`src/include/lcc_defs.vh`:
```
`ifndef LCC_DEFS_VH
`define LCC_DEFS_VH

// register addresses
`define LCC_ADDR_PRIMARY 8'h08
`define LCC_ADDR_STATUS 8'h09
`define LCC_ADDR_MODE 8'h0a
`define LCC_ADDR_CONTROL 8'h0b

// field positions
`define LCC_PRI_CODE_HI 7
`define LCC_PRI_CODE_LO 4
`define LCC_STAT_SUPPLY 0
`define LCC_STAT_CHARGING 1
`define LCC_STAT_THERMAL 2
`define LCC_STAT_TIMEOUT 3
`define LCC_STAT_BATTERY 4
`define LCC_STAT_TMO_HI 7
`define LCC_STAT_TMO_LO 6
`define LCC_MODE_REGULATOR 7
`define LCC_MODE_ALT_HI 6
`define LCC_MODE_ALT_LO 4
`define LCC_CTL_SUSPEND 0
`define LCC_CTL_HEALTHY 1
`define LCC_CTL_SELECT 2
`define LCC_CTL_EXACT 3

// reset values of writable fields
`define LCC_RST_PRIMARY 4'h0
`define LCC_RST_TIMEOUT 2'h0
`define LCC_RST_ALTERNATE 3'h0
`define LCC_RST_REGULATOR 1'h0
`define LCC_RST_SELECT 1'h0
`define LCC_RST_EXACT 1'h0

// timeout select codes
`define LCC_TMO_60 2'h0
`define LCC_TMO_90 2'h1
`define LCC_TMO_120 2'h2
`define LCC_TMO_OFF 2'h3

// current mapping figures in mA
`define LCC_MA_LOW 10'h05a
`define LCC_MA_HIGH 10'h1c2
`define LCC_MA_BASE_PRI 10'h0fa
`define LCC_MA_STEP_PRI 10'h032
`define LCC_MA_BASE_ALT 10'h12c
`define LCC_MA_STEP_ALT 10'h064

// timing: minutes and clock rate
`define LCC_CLK_HZ 100000000
`define LCC_SEC_PER_MIN 60
// clock cycles in one minute at 100 MHz; needs 33 bits
`define LCC_MIN_CYCLES 33'd6000000000

`endif

```
`src/rtl/lcc_current_map.v`:
```
`timescale 1ns/1ns
`default_nettype none
`include "lcc_defs.vh"

module lcc_current_map (
  // selected codes
  input wire [3:0] primary_current_code_i,
  input wire [2:0] alternate_current_code_i,
  input wire use_alternate_i,
  input wire current_level_i,
  // charge current in mA
  output reg [9:0] charge_ma_o
);

  // pick primary or alternate code and scale to mA
  always @* begin
    if (use_alternate_i) begin
      charge_ma_o = `LCC_MA_BASE_ALT +
        `LCC_MA_STEP_ALT * {7'h00, alternate_current_code_i};
    end else if (primary_current_code_i == 4'h0) begin
      charge_ma_o = current_level_i ? `LCC_MA_HIGH : `LCC_MA_LOW;
    end else begin
      charge_ma_o = `LCC_MA_BASE_PRI +
        `LCC_MA_STEP_PRI * {6'h00, primary_current_code_i};
    end
  end

endmodule // lcc_current_map
`default_nettype wire

```
`src/rtl/lcc_regs.v`:
```
`timescale 1ns/1ns
`default_nettype none
`include "lcc_defs.vh"

// Contract
// four 8-bit registers at 08h..0Bh
// read-only bits ignore writes
// host writes write-exact bit with default
// 09h bit0 input supply good
// 09h bit2 thermal fault flag
// 09h bit4 battery removed flag
// 09h bits7:6 timeout select 60/90/120/off
// 0Ah bit7 linear regulator mode enable
// 0Bh bit2 current source select
// primary code maps to 90/450, 300..1000
// alternate code maps 300..1000 step 100
// charging flag and indicator in charge states
// auto start unless floating, suspended, fault; code also requires input good
// healthy: input above battery, uvlo, no fault
// alternate when pin high or select set
// 09h bit3 timeout fault after expiry
module lcc_regs #(
  parameter MIN_CYCLES = `LCC_MIN_CYCLES
) (
  // clock and reset
  input wire ref_clk_i,
  input wire rst_i,
  // register port from serial interface logic
  input wire [7:0] reg_addr_i,
  input wire [7:0] reg_wdata_i,
  input wire reg_wr_i,
  output reg [7:0] reg_rdata_o,
  // analog status pins
  input wire input_above_battery_i,
  input wire input_above_uvlo_i,
  input wire thermal_fault_i,
  input wire battery_removed_i,
  input wire current_level_pin_i,
  input wire current_level_float_i,
  input wire [1:0] charger_state_i,
  // charger controls
  output reg charge_start_o,
  output reg linear_regulator_mode_o,
  output reg [9:0] charge_ma_o,
  output reg status_indicator_out_o,
  output wire status_indicator_oe_o
);

  // charger states reported by analog state machine
  localparam ST_IDLE = 2'h0;
  localparam ST_PRECOND = 2'h1;
  localparam ST_FAST = 2'h2;
  localparam ST_TOPOFF = 2'h3;

  reg [3:0] primary_current_code;
  reg [1:0] safety_timeout_select;
  reg [2:0] alternate_current_code;
  reg linear_regulator_mode;
  reg current_source_select;
  reg charge_suspend;
  reg write_exact;
  reg timer_expired_flag;
  reg [6:0] minute_count;
  reg [7:0] sync_a;
  reg [7:0] sync_b;
  reg [6:0] limit;
  reg [9:0] next_charge_ma;
  wire supply_s;
  wire above_bat_s;
  wire thermal_s;
  wire battery_s;
  wire level_s;
  wire float_s;
  wire [1:0] state_s;
  wire charging;
  wire fault;
  wire healthy;
  wire input_good;
  wire minute_tick;
  reg [32:0] tick_count;

  // two-stage sync of pin inputs
  always @(posedge ref_clk_i) begin
    if (rst_i) begin
      sync_a <= 8'h00;
      sync_b <= 8'h00;
    end else begin
      sync_a <= {input_above_uvlo_i, input_above_battery_i, thermal_fault_i,
        battery_removed_i, current_level_pin_i, current_level_float_i,
        charger_state_i};
      sync_b <= sync_a;
    end
  end

  assign supply_s = sync_b[7];
  assign above_bat_s = sync_b[6];
  assign thermal_s = sync_b[5];
  assign battery_s = sync_b[4];
  assign level_s = sync_b[3];
  assign float_s = sync_b[2];
  assign state_s = sync_b[1:0];

  assign charging = (state_s == ST_PRECOND) || (state_s == ST_FAST) ||
    (state_s == ST_TOPOFF);
  assign fault = thermal_s | battery_s | timer_expired_flag;
  // input good: above battery and above undervoltage threshold
  assign input_good = above_bat_s & supply_s;
  assign healthy = above_bat_s & supply_s & ~fault;

  // writable fields; read-only bits have no write path
  always @(posedge ref_clk_i) begin
    if (rst_i) begin
      primary_current_code <= `LCC_RST_PRIMARY;
      safety_timeout_select <= `LCC_RST_TIMEOUT;
      alternate_current_code <= `LCC_RST_ALTERNATE;
      linear_regulator_mode <= `LCC_RST_REGULATOR;
      current_source_select <= `LCC_RST_SELECT;
      charge_suspend <= 1'b0;
      write_exact <= `LCC_RST_EXACT;
    end else if (reg_wr_i) begin
      case (reg_addr_i)
        `LCC_ADDR_PRIMARY: begin
          primary_current_code <=
            reg_wdata_i[`LCC_PRI_CODE_HI:`LCC_PRI_CODE_LO];
        end
        `LCC_ADDR_STATUS: begin
          safety_timeout_select <=
            reg_wdata_i[`LCC_STAT_TMO_HI:`LCC_STAT_TMO_LO];
        end
        `LCC_ADDR_MODE: begin
          linear_regulator_mode <= reg_wdata_i[`LCC_MODE_REGULATOR];
          alternate_current_code <=
            reg_wdata_i[`LCC_MODE_ALT_HI:`LCC_MODE_ALT_LO];
        end
        `LCC_ADDR_CONTROL: begin
          charge_suspend <= reg_wdata_i[`LCC_CTL_SUSPEND];
          current_source_select <= reg_wdata_i[`LCC_CTL_SELECT];
          write_exact <= reg_wdata_i[`LCC_CTL_EXACT];
        end
        default: begin
        end
      endcase
    end
  end

  // one-minute enable pulse from the divider
  assign minute_tick = (tick_count >= MIN_CYCLES - 33'd1);

  // minute limit from timeout select
  always @* begin
    case (safety_timeout_select)
      `LCC_TMO_60: limit = 7'd60;
      `LCC_TMO_90: limit = 7'd90;
      `LCC_TMO_120: limit = 7'd120;
      default: limit = 7'd0;
    endcase
  end

  // safety timer: counts minutes while charging
  always @(posedge ref_clk_i) begin
    if (rst_i || !charging) begin
      tick_count <= 33'h0;
      minute_count <= 7'h00;
    end else if (minute_tick) begin
      tick_count <= 33'h0;
      minute_count <= minute_count + 7'h01;
    end else begin
      tick_count <= tick_count + 33'h1;
    end
  end

  // timeout flag; set wins; otherwise stays set until supply is lost or suspend
  always @(posedge ref_clk_i) begin
    if (rst_i) begin
      timer_expired_flag <= 1'b0;
    end else if (charging && safety_timeout_select != `LCC_TMO_OFF &&
      minute_count >= limit) begin
      timer_expired_flag <= 1'b1;
    end else if (!supply_s || charge_suspend) begin
      timer_expired_flag <= 1'b0;
    end
  end

  // read mux
  always @(posedge ref_clk_i) begin
    if (rst_i) begin
      reg_rdata_o <= 8'h00;
    end else begin
      case (reg_addr_i)
        `LCC_ADDR_PRIMARY: reg_rdata_o <= {primary_current_code, 4'h0};
        `LCC_ADDR_STATUS: reg_rdata_o <= {safety_timeout_select, 1'b0,
          battery_s, timer_expired_flag, thermal_s, charging,
          input_good};
        `LCC_ADDR_MODE: reg_rdata_o <= {linear_regulator_mode,
          alternate_current_code, 4'h0};
        `LCC_ADDR_CONTROL: reg_rdata_o <= {4'h0, write_exact,
          current_source_select, healthy, charge_suspend};
        default: reg_rdata_o <= 8'h00;
      endcase
    end
  end

  // current mapping
  lcc_current_map u_map (
    .primary_current_code_i(primary_current_code),
    .alternate_current_code_i(alternate_current_code),
    .use_alternate_i(level_s | current_source_select),
    .current_level_i(level_s),
    .charge_ma_o(next_charge_ma)
  );

  // registered controls to charger
  always @(posedge ref_clk_i) begin
    if (rst_i) begin
      charge_start_o <= 1'b0;
      linear_regulator_mode_o <= 1'b0;
      charge_ma_o <= 10'h000;
      status_indicator_out_o <= 1'b0;
    end else begin
      charge_start_o <= input_good & ~float_s & ~charge_suspend &
        ~fault;
      linear_regulator_mode_o <= linear_regulator_mode;
      charge_ma_o <= next_charge_ma;
      status_indicator_out_o <= 1'b0;
    end
  end

  // open-drain indicator sinks while charging
  assign status_indicator_oe_o = charging;

endmodule // lcc_regs
`default_nettype wire

```
`config.mk`:
```
export PLATFORM = sky130hd
export DESIGN_NAME = lcc_regs
export DESIGN_NICKNAME = d
export VERILOG_FILES = /design/src/rtl/lcc_current_map.v /design/src/rtl/lcc_regs.v
export VERILOG_INCLUDE_DIRS = /design/src /design/src/include
export SDC_FILE = /design/constraint.sdc
export NUM_CORES = 1
export LEC_CHECK = 0
export BUFFER_PORTS_ARGS = -buffer_cell sky130_fd_sc_hd__buf_2
export CELL_PAD_IN_SITES_DETAIL_PLACEMENT = 0
export CELL_PAD_IN_SITES_GLOBAL_PLACEMENT = 1
export CORE_UTILIZATION = 40
export CTS_BUF_LIST = sky130_fd_sc_hd__clkbuf_4 sky130_fd_sc_hd__clkbuf_8
export CTS_CLUSTER_SIZE = 40
export DETAILED_ROUTE_END_ITERATION = 8
export PLACE_DENSITY_LB_ADDON = 0.1
export RECOVER_POWER = 100
export SKIP_CTS_REPAIR_TIMING = 1
export SLEW_MARGIN = 25
export SYNTH_ARGS = -nofsm -noshare
export SYNTH_HDL_FRONTEND = slang
export SYNTH_SLANG_ARGS = --single-unit
```
`constraint.sdc`:
```
create_clock -name ref_clk_i -period 4.6 [get_ports ref_clk_i]
set_input_delay 0.46 -clock ref_clk_i [delete_from_list [all_inputs] [get_ports ref_clk_i]]
set_output_delay 0.46 -clock ref_clk_i [all_outputs]
set_load 0.05 [all_outputs]
```
==> results of run 1 <==
-- worst max path at each step --
stage,from,end,slack [ns],cells past startpoint
detailed placement,primary_current_code[0],charge_ma_o[9],2.07,7
global placement,primary_current_code[0],charge_ma_o[9],2.07,7
floorplan,primary_current_code[0],charge_ma_o[9],2.34,7
global route,tick_count[0],tick_count[3],1.34,7
finish,tick_count[0],tick_count[9],1.66,7
CTS,primary_current_code[0],charge_ma_o[9],2.06,7
-- placed cells by master, fill, tap and decap left out, types with 11 or more instances in the layout --
| master | n |
|---|---|
| xnor2_1 | 19 |
| dfxtp_1 | 89 |
| nand3_1 | 17 |
| clkbuf_1 | 22 |
| nor2b_1 | 19 |
| xor2_1 | 28 |
| nor2_1 | 73 |
| a21oi_1 | 18 |
| ha_1 | 34 |
| nand2_1 | 20 |
| inv_1 | 17 |
| buf_2 | 24 |
| mux2i_1 | 19 |
| clkbuf_8 | 11 |
-- power by group through the flow --
stage / clock [mW] / sequential (mW) / combinational, mW
floorplan: 0 / 0.811 / 0.0364
global placement: 0 / 0.801 / 0.0657
detailed placement: 0 / 0.802 / 0.0659
CTS: 0.576 / 0.783 / 0.0660
global route: 0.611 / 0.785 / 0.0693
finish: 0.554 / 0.783 / 0.0631
-- per-layer routing --
metal	vias up	share of wire
li1	1680	-
met1	1481	0.54
met2	50	0.40
met3	9	0.043
met4	0	0.014
met5	-	0
-- cell type report --
cell class	instances	area [um2]
fill	1074	5630
multi-input combinational	346	2410
sequential	89	1780
timing repair buffer	46	203
tap	136	170
clock buffer	11	151
inverter	17	63.8
clock inverter	5	53.8
-- state kept, by name, summed over array words and instances (netlist names) --
signal,count
write_exact,1
minute_count,7
primary_current_code,4
reg_rdata_o,8
charge_ma_o,9
charge_suspend,1
tick_count,33
alternate_current_code,3
linear_regulator_mode_o,1
safety_timeout_select,2
sync_b,8
linear_regulator_mode,1
charge_start_o,1
timer_expired_flag,1
sync_a,8
current_source_select,1
-- cell families after synthesis --
group                    Yosys count  synth area share
AND/OR/NAND/NOR                  191             0.233
flip-flops                        89             0.409
AO/OA/AOI/OAI                     52            0.0824
XOR/XNOR                          47            0.0944
adder cells (fa/ha/maj)           35             0.102
buffers and inverters             32            0.0347
multiplexers                      19            0.0436
other                              1          0.000860
-- worst reg2reg max path, stage by stage, from the launching register on --
cell and delay (ns):
dfxtp_1 0.36, ha_1 0.25, a21oi_1 0.14, nor3_1 0.07
a211o_1 0.36, a22oi_1 0.55, nand2_1 0.85, nor2_1 0.30
==> results.md, run 1 <==
* Status: completed
* H-tree levels at 3
* Core area at around 10000 um2
* Worst setup EP type: flop
* Async set-reset flop share out of synthesis at 0
* Largest net degree at the start of global routing at 33
* IO buf count at 45
* Setup violations, final at 0
* Min-Delay Endpoint: sync_a[4]
* Mean Syn Cell Area at around 9.4 um2
* Post-route cell area at about 4800 um2
* Routed wire length at between 8000 and 9000 um
* TritonCTS clock tree: done
* CP delay by family, top: simple AND/OR/NAND/NOR gates
* Hold_sp: battery_removed_i
* Via density at around 5
* Register-to-register path setup slack at ~1.7 ns
* Worst slew pin tran at about 1.1 ns
* Crit Path Category: flop to flop
* Gpl congestion at 0.771
* Clock root cell: clkbuf_8
* Clock sinks at slightly below 90
* Critical R2R Launch: tick_count[0]
* Post-DRT Antenna Nets at 0
* Worst-case headroom to the max-slew limit at 0.246
* Cell-internal power at 1.08 mW
* Post-route insts no fill at 650
* CP Max Fanout at 32
* Slowest cell delay on critical path at roughly 0.85 ns
* Cell taking the most area after synthesis: dfxtp_1
* 1st-pass router iterations at 4
* First-pass GRT wire length at 14500 um
* Buffer and inverter count on the worst path at 0
* DP HPWL at around 6300 um
* Required time of the worst setup path at between 4 and 5 ns
* Unique masters post-synth at 58
* Worst setup SP type: flop
* Initial antenna violation count at 0
* DRT iter0 DRCs at approximately 130
* Tcrit/Tclk final at 0.638
* Top cell type's share of synthesized area at 0.409
* Clock Latency Late Sink at 0.35 ns
* Starting density of the core at 0.417
* Post-layout net count at roughly 570
* Fraction of layout cells with a size suffix above 1 at 0.103
* Post-Synthesis Cell Area at between 4000 and 5000 um2
* Post-Place Setup Slack at roughly 2.1 ns
* Maxcap violations at 0
* Fin Setup TNS at 0 ns
* Switching fraction of total power at 0.230
* Clock period minus worst slack at approximately 3 ns
* Sequential-to-total area share from yosys stat at 0.409
* Slew Limit Fails at 0
* Global Route Usage Sum at 0.164
* Net Switching at 0.322 mW
* Grt met3 use at 0.0380
* GRT busiest layer: met1
* DP Cell Count at between 600 and 700
* Die Width at about 110 um
* Clk_skew at roughly 0.0084 ns
* DIE AREA at between 10000 and 15000 um2
* Vias at between 3000 and 4000
* Syn Inst Count at about 470
* Worst R2R End: tick_count[9]
* Sequential share of power at 0.559
* GR Layer Usage met1 at 0.237
* Post-synth EDFFs at 0
* Synth cell count leaders: dfxtp_1, nor2_1, ha_1, xor2_1
* Antenna Cells at 0
* Die H at approximately 110 um
* Critical Path AT at about 3.2 ns
* Main area contributors after synthesis: dfxtp_1, ha_1, nor2_1
* Area Overhead vs Synth at 10.8%
* Synth warn at 0
* CTS buffer count at 9
* Clock network fraction of total power at 0.396
* GR Overflow Total at 0
* CTS clk-pin slew, worst paths at 0.09 ns
* FP Rows at 37
* Setup WS post-layout at 1.66 ns
* Placed Area at between 4000 and 5000 um2
* Power, Total at around 1.4 mW
* Most used DFF post-synth: dfxtp_1
* Final hold vios at 0
* Maximum clock path buffer count at 2
* IO Pins at 49
* Count leader, synth: dfxtp_1
* Worst Hold Class: primary input to flop
* Cell leakage power at around 2 nW
* Synth Register Bits at ~90
* CP max-delay cell: nand2_1
* Cell count of the worst reg-to-reg path at 7
* Worst hold slack at 0.312 ns
* Unrepaired setup endpoints after global routing: false
* Worst VDD drop at ~0.00012 V
* Crit-path cells: ha_1 -> a21oi_1 -> nor3_1 -> a211o_1 -> a22oi_1 -> nand2_1 -> nor2_1
* Vias in the first global route at 3038
* Worst hold path stage count at 2
* Wire per inst at 13.1 um
* Gate power share at 0.045
* Max Fclk at ~340 MHz
* DRC Markers at 0
* Final core occ at 0.462
* Pwr dens at between 200 and 300 nW/um2
* Global routing met2 resource utilization at 0.232
Note: power is estimated with default switching activity, not from simulation.
==> run 2, diff against run 1 <==
--- a/config.mk
+++ b/config.mk
@@ -6,6 +6,7 @@
 export SDC_FILE = /design/constraint.sdc
 export NUM_CORES = 1
 export LEC_CHECK = 0
+export ABC_AREA = 1
 export BUFFER_PORTS_ARGS = -buffer_cell sky130_fd_sc_hd__buf_2
 export CELL_PAD_IN_SITES_DETAIL_PLACEMENT = 0
 export CELL_PAD_IN_SITES_GLOBAL_PLACEMENT = 1
==> constraint.sdc (replaced) <==
create_clock -name ref_clk_i -period 2.6 [get_ports ref_clk_i]
set_input_delay 0.26 -clock ref_clk_i [delete_from_list [all_inputs] [get_ports ref_clk_i]]
set_output_delay 0.26 -clock ref_clk_i [all_outputs]
set_load 0.05 [all_outputs]
==> run 2 against run 1 <==
Highest routed layer unchanged. Synthesized area rose by 9.8%. Synthesized cell count rose by 40%. First-iteration DRC count rose by 88%. Utilization fell by 0.56 points. Non-clock buffer count rose by 6. Count of clock-buffer cells in the layout fell by 2. Critical path depth rose by 3. Sequential cell count did not move.
==> results.md, run 2 <==
* Register with the most flip-flops: tick_count
* Cell taking the most area after synthesis: dfxtp_1
* CP Max Fanout at 5
* Via density at slightly below 5
* IO Pins at slightly below 50
* Syn Inst Count at 651
* Cell count of the worst reg-to-reg path at 10
* Slew Limit Fails at 0
* TritonCTS clock tree: done
* FP Rows at 39
* Crit Path Category: flop to flop
* First-pass GRT wire length at 18700 um
* Fin Setup TNS at 0 ns
* DRC Markers at 0
* Post-route insts no fill at ~850
* Largest net degree at the start of global routing at 30
* Post-Synthesis Cell Area at between 4000 and 5000 um2
* Mean Syn Cell Area at about 7.4 um2
* Most frequent cells in the layout: nand2_1, inv_1, nor2_1
* Vias at a little over 4000
* Synth cell count leaders: nand2_1, inv_1, dfxtp_1, nor2_1, a21oi_1
* Die Width at roughly 110 um
* Wire per inst at 12.8 um
* Worst hold path stage count at 3
* Max Fclk at around 410 MHz
* Core area at 11600 um2
* 1st-pass router iterations at 4
* Unique masters post-synth at 38
* DIE AREA at between 10000 and 15000 um2
* Setup violations, final at 0
* Status: completed
* Die H at ~110 um
* Maxcap violations at 0
* DP HPWL at between 8000 and 9000 um
* Cell leakage power at approximately 2.2 nW
* Post-layout net count at about 770
* Clk_skew at around 0.012 ns
* Starting density of the core at 0.414
* Global Route Usage Sum at 0.190
* Min-Delay Endpoint: sync_a[0]
* Critical Path AT at around 2.8 ns
* Gpl congestion at 0.890
* Worst slew pin tran at between 1 and 1.5 ns
* Crit-path cells: inv_1 -> ha_1 -> ha_1 -> fa_1 -> nor2_2 -> nand4_1 -> or2_2 -> a21oi_1 -> o21ai_0 -> a21oi_1
* Worst-case headroom to the max-slew limit at 0.225
* CTS buffer count at 9
* Hold_sp: charger_state_i[0]
* Initial antenna violation count at 0
* Critical R2R Launch: primary_current_code[1]
* Post-route cell area at ~5300 um2
* Main area contributors after synthesis: dfxtp_1, nand2_1, ha_1
* Pwr dens at about 470 nW/um2
* Worst hold slack at around 0.061 ns
* Unrepaired setup endpoints after global routing: false
* Placed Area at approximately 5200 um2
* Async set-reset flop share out of synthesis at 0
* Synth Register Bits at between 80 and 90
* Worst setup EP type: flop
* Fraction of layout cells with a size suffix above 1 at 0.0886
* Clock period minus worst slack at 2.41 ns
* Final hold vios at 0
* CP max-delay cell: fa_1
* GR Overflow Total at 0
* Final core occ at 0.456
* Most common cell after layout, fill and taps aside: nand2_1
* H-tree levels at 3
* IO buf count at 45
* DRT iter0 DRCs at 250
* Worst R2R End: charge_ma_o[8]
* Tcrit/Tclk final at 0.928
* Count leader, synth: nand2_1
* Largest regs: tick_count (33), charge_ma_o (9)
* Top cell type's share of synthesized area at 0.372
* Synth warn at 0
* Most used DFF post-synth: dfxtp_1
* Clock root cell: clkbuf_8
* Area Overhead vs Synth at 10.2%
* Max FFs per register at 33
* Worst VDD drop at 0.000405 V
* Clock Latency Late Sink at a little under 0.4 ns
* Vias in the first global route at about 4000
* Routed wire length at 10900 um
* Worst Hold Class: primary input to flop
* Sequential-to-total area share from yosys stat at 0.372
* Maximum clock path buffer count at 2
* Post-synth EDFFs at 0
* Post-DRT Antenna Nets at 0
* Worst setup SP type: flop
* Number of fill cells at about 1200
* DP Cell Count at approximately 840
* CTS clk-pin slew, worst paths at approximately 0.11 ns
* Slowest cell delay on critical path at between 0.4 and 0.5 ns
* Clock sinks at between 80 and 90
* Register-to-register path setup slack at around 0.19 ns
* Required time of the worst setup path at 2.94 ns
* Antenna Cells at 0
run 2: cell type report:
type                    count  area (um2)  area share
clock inverters             7        83.8      0.0159
inverters                  93         349      0.0662
flip-flops and latches     89        1780       0.338
multi-input cells         461        2510       0.476
clock buffers               9         124      0.0235
well taps                 143         179      0.0339
repair buffers             52         244      0.0462
run 2: how the worst max path moves through the flow:
stage	startpoint	endpoint	slack [ns]	cells after the start
5_1_grt	primary_current_code[1]	charge_ma_o[8]	0.02	10
2_1_floorplan	primary_current_code[0]	charge_ma_o[8]	0.28	10
3_3_place_gp	primary_current_code[1]	charge_ma_o[8]	0.16	10
6_report	primary_current_code[1]	charge_ma_o[8]	0.19	10
3_5_place_dp	primary_current_code[1]	charge_ma_o[8]	0.06	10
4_1_cts	primary_current_code[1]	charge_ma_o[8]	0.05	10
run 2: cell families after synthesis:
group | synth area share
buffers and inverters | 0.0862
other | 0.000783
flip-flops | 0.372
AO/OA/AOI/OAI | 0.105
AND/OR/NAND/NOR | 0.295
adder cells (fa/ha/maj) | 0.0930
XOR/XNOR | 0.0476
run 2: report_power, final:
| group | internal [mW] | switching [mW] | leakage [nW] |
|---|---|---|---|
| clock | 0.388 | 0.611 | 0.105 |
| combinational | 0.0329 | 0.0843 | 1.33 |
| sequential | 1.38 | 0.00646 | 0.723 |
| total | 1.80 | 0.701 | 2.16 |
run 2: routing by layer:
| layer | routed length (um) | part of all wire | global-route usage | vias up |
|---|---|---|---|---|
| met5 | 0 | 0 | 0 | - |
| met4 | 189 | 0.017 | 0.0667 | 0 |
| met3 | 407 | 0.037 | 0.0479 | 15 |
| met2 | 5170 | 0.47 | 0.326 | 67 |
| met1 | 5180 | 0.47 | 0.232 | 1841 |
| li1 | - | - | - | 2214 |
run 2: per-stage QoR:
stage	power, mW	setup slack, ns
3_3_place_gp	1.55	0.157
6_report	2.50	0.188
4_1_cts	2.56	0.0521
5_1_grt	2.60	0.0196
2_1_floorplan	1.51	0.279
3_5_place_dp	1.55	0.0617
run 2: worst max-delay path, delay by kind of cell, from the launching register on:
kind | cells | cell delay [ns]
compound gates | 3 | 0.35
flops | 1 | 0.37
simple gates | 3 | 0.55
fa+ha+maj | 3 | 1.01
buf+inv | 1 | 0.07
==> run 3, diff against run 2 <==
--- a/config.mk
+++ b/config.mk
@@ -14,7 +14,7 @@
 export CTS_BUF_LIST = sky130_fd_sc_hd__clkbuf_4 sky130_fd_sc_hd__clkbuf_8
 export CTS_CLUSTER_SIZE = 40
 export DETAILED_ROUTE_END_ITERATION = 8
-export PLACE_DENSITY_LB_ADDON = 0.1
+export PLACE_DENSITY = 0.8
 export RECOVER_POWER = 100
 export SKIP_CTS_REPAIR_TIMING = 1
 export SLEW_MARGIN = 25
==> run 3 against run 2 <==
The flow now finishes with violations (design-rule violations). Routed wire length fell by 4.7%. Sequential power barely moved. Via count rose by 0.22%. Cell area fell by 0.81%. Largest cell class unchanged.
==> results.md, run 3 (synthesized netlist as in run 2, its figures left out) <==
* Gate power share at 0.046
* Fraction of layout cells with a size suffix above 1 at 0.0791
* Most common cell after layout, fill and taps aside: nand2_1
* Required time of the worst setup path at ~2.9 ns
* Vias in the first global route at between 3000 and 4000
* Area Overhead vs Synth at 9.30%
* Via density at 4.87
* Clock period minus worst slack at 2.42 ns
* DP HPWL at 8080 um
* Failing checks: design-rule violations
* Global Route Usage Sum at 0.178
* DRT iter0 DRCs at between 150 and 200
* Core area at around 12000 um2
* Max Fclk at about 410 MHz
* Antenna Cells at 0
* Cell count of the worst reg-to-reg path at 10
* Slew Limit Fails at 0
* CTS buffer count at 9
* Die Width at 111 um
* Sequential share of power at 0.551
* Setup violations, final at 0
* Largest regs: tick_count (33), charge_ma_o (9)
* Clock sinks at slightly below 90
* FP Rows at 39
* Post-DRT Antenna Nets at 0
* Final hold vios at 0
* Fin Setup TNS at 0 ns
* Clock Latency Late Sink at around 0.38 ns
* Starting density of the core at 0.414
* CP max-delay cell: fa_1
* Clock root cell: clkbuf_8
* Worst-case headroom to the max-slew limit at 0.201
* 1st-pass router iterations at 6
* Max FFs per register at 33
* DRC Markers at 2
* H-tree levels at 3
* GR Overflow Total at 0
* IO buf count at 45
* Pwr dens at between 400 and 500 nW/um2
* Routed wire length at between 10000 and 15000 um
* Worst hold slack at around 0.079 ns
* Slowest cell delay on critical path at between 0.4 and 0.5 ns
* Die H at 111 um
* Critical Path AT at about 2.7 ns
* First-pass GRT wire length at 17800 um
* DIE AREA at 12400 um2
* Tcrit/Tclk final at 0.932
* Wire per inst at roughly 12 um
* Switching fraction of total power at 0.253
* Final core occ at 0.453
* Power, Total at about 2.5 mW
* CP Max Fanout at 5
* IO Pins at 49
* Net Switching at 0.637 mW
* Maxcap violations at 0
* Largest net degree at the start of global routing at 34
* Worst VDD drop at roughly 0.00042 V
* Gpl congestion at 0.873
* Crit-path cells: inv_1 -> ha_1 -> ha_1 -> fa_1 -> nor2_2 -> nand4_1 -> or2_2 -> a21oi_1 -> o21ai_0 -> a21oi_1
* CTS clk-pin slew, worst paths at 0.10 ns
* Post-layout net count at about 770
* Cell leakage power at about 2.2 nW
* Clk_skew at between 0.01 and 0.015 ns
* Worst slew pin tran at about 1.2 ns
* Initial antenna violation count at 0
* Register with the most flip-flops: tick_count
* Crit Path Category: flop to flop
* Most frequent cells in the layout: nand2_1, inv_1, nor2_1
* Status: finished with violations
* Worst Hold Class: primary input to flop
* Unrepaired setup endpoints after global routing: false
* TritonCTS clock tree: done
* Worst setup SP type: flop
* Worst hold path stage count at 3
* Clock network fraction of total power at 0.403
* Worst setup EP type: flop
* Cell-internal power at approximately 1.9 mW
* Vias at approximately 4100
* Maximum clock path buffer count at 2
==> run 3: changes by cell type in the layout (fill, tap and decap cells not counted), moves of 2 or more <==
cell | before | now
inv_6 | 1 | 3
buf_4 | 4 | 2
a21oi_2 | 6 | 1
clkinv_8 | 2 | 0
a21oi_1 | 47 | 52
==> run 3: final cells by class <==
class,instances,area (um2)
multi-input cells,461,2490
well taps,143,179
clock buffers,9,124
flip-flops and latches,89,1780
fillers,1216,6330
clock inverters,7,83.8
repair buffers,49,221
inverters,93,349
==> run 3: critical path, delay by kind of cell (launching register included) <==
kind	cells	cell delay, ns
compound gates	3	0.34
flops	1	0.38
fa+ha+maj	3	1.01
simple gates	3	0.56
buf+inv	1	0.08
==> run 3: through the flow <==
| stage | area, um2 | worst slack, ns | instances |
|---|---|---|---|
| floorplan | 4790 | 0.279 | 652 |
| global placement | 5160 | 0.122 | 835 |
| detailed placement | 5160 | 0.0958 | 835 |
| CTS | 5370 | 0.0687 | 851 |
| global route | 5230 | 0.0282 | 851 |
| finish | 5230 | 0.178 | 851 |
==> run 3: power groups by stage <==
stage	combinational, mW	clock, mW	sequential [mW]
after floorplan	0.0682	0	1.44
after global placement	0.124	0	1.42
after detailed placement	0.125	0	1.42
after CTS	0.125	1.05	1.39
after global routing	0.127	1.11	1.39
final	0.115	1.01	1.39
==> run 3: worst paths after layout <==
path,from,slack (ns),end
setup / recovery,primary_current_code[0],0.18,charge_ma_o[8]
hold / removal,input_above_battery_i,0.08,sync_a[6]
hold reg to reg,sync_b[2],0.40,charge_start_o
setup reg to reg,primary_current_code[0],0.18,charge_ma_o[8]
==> run 3: per-layer routing <==
metal / global-route usage / wire (um)
met5: 0 / 0
met4: 0.0640 / 219
met3: 0.0533 / 428
met2: 0.303 / 4840
met1: 0.213 / 4940
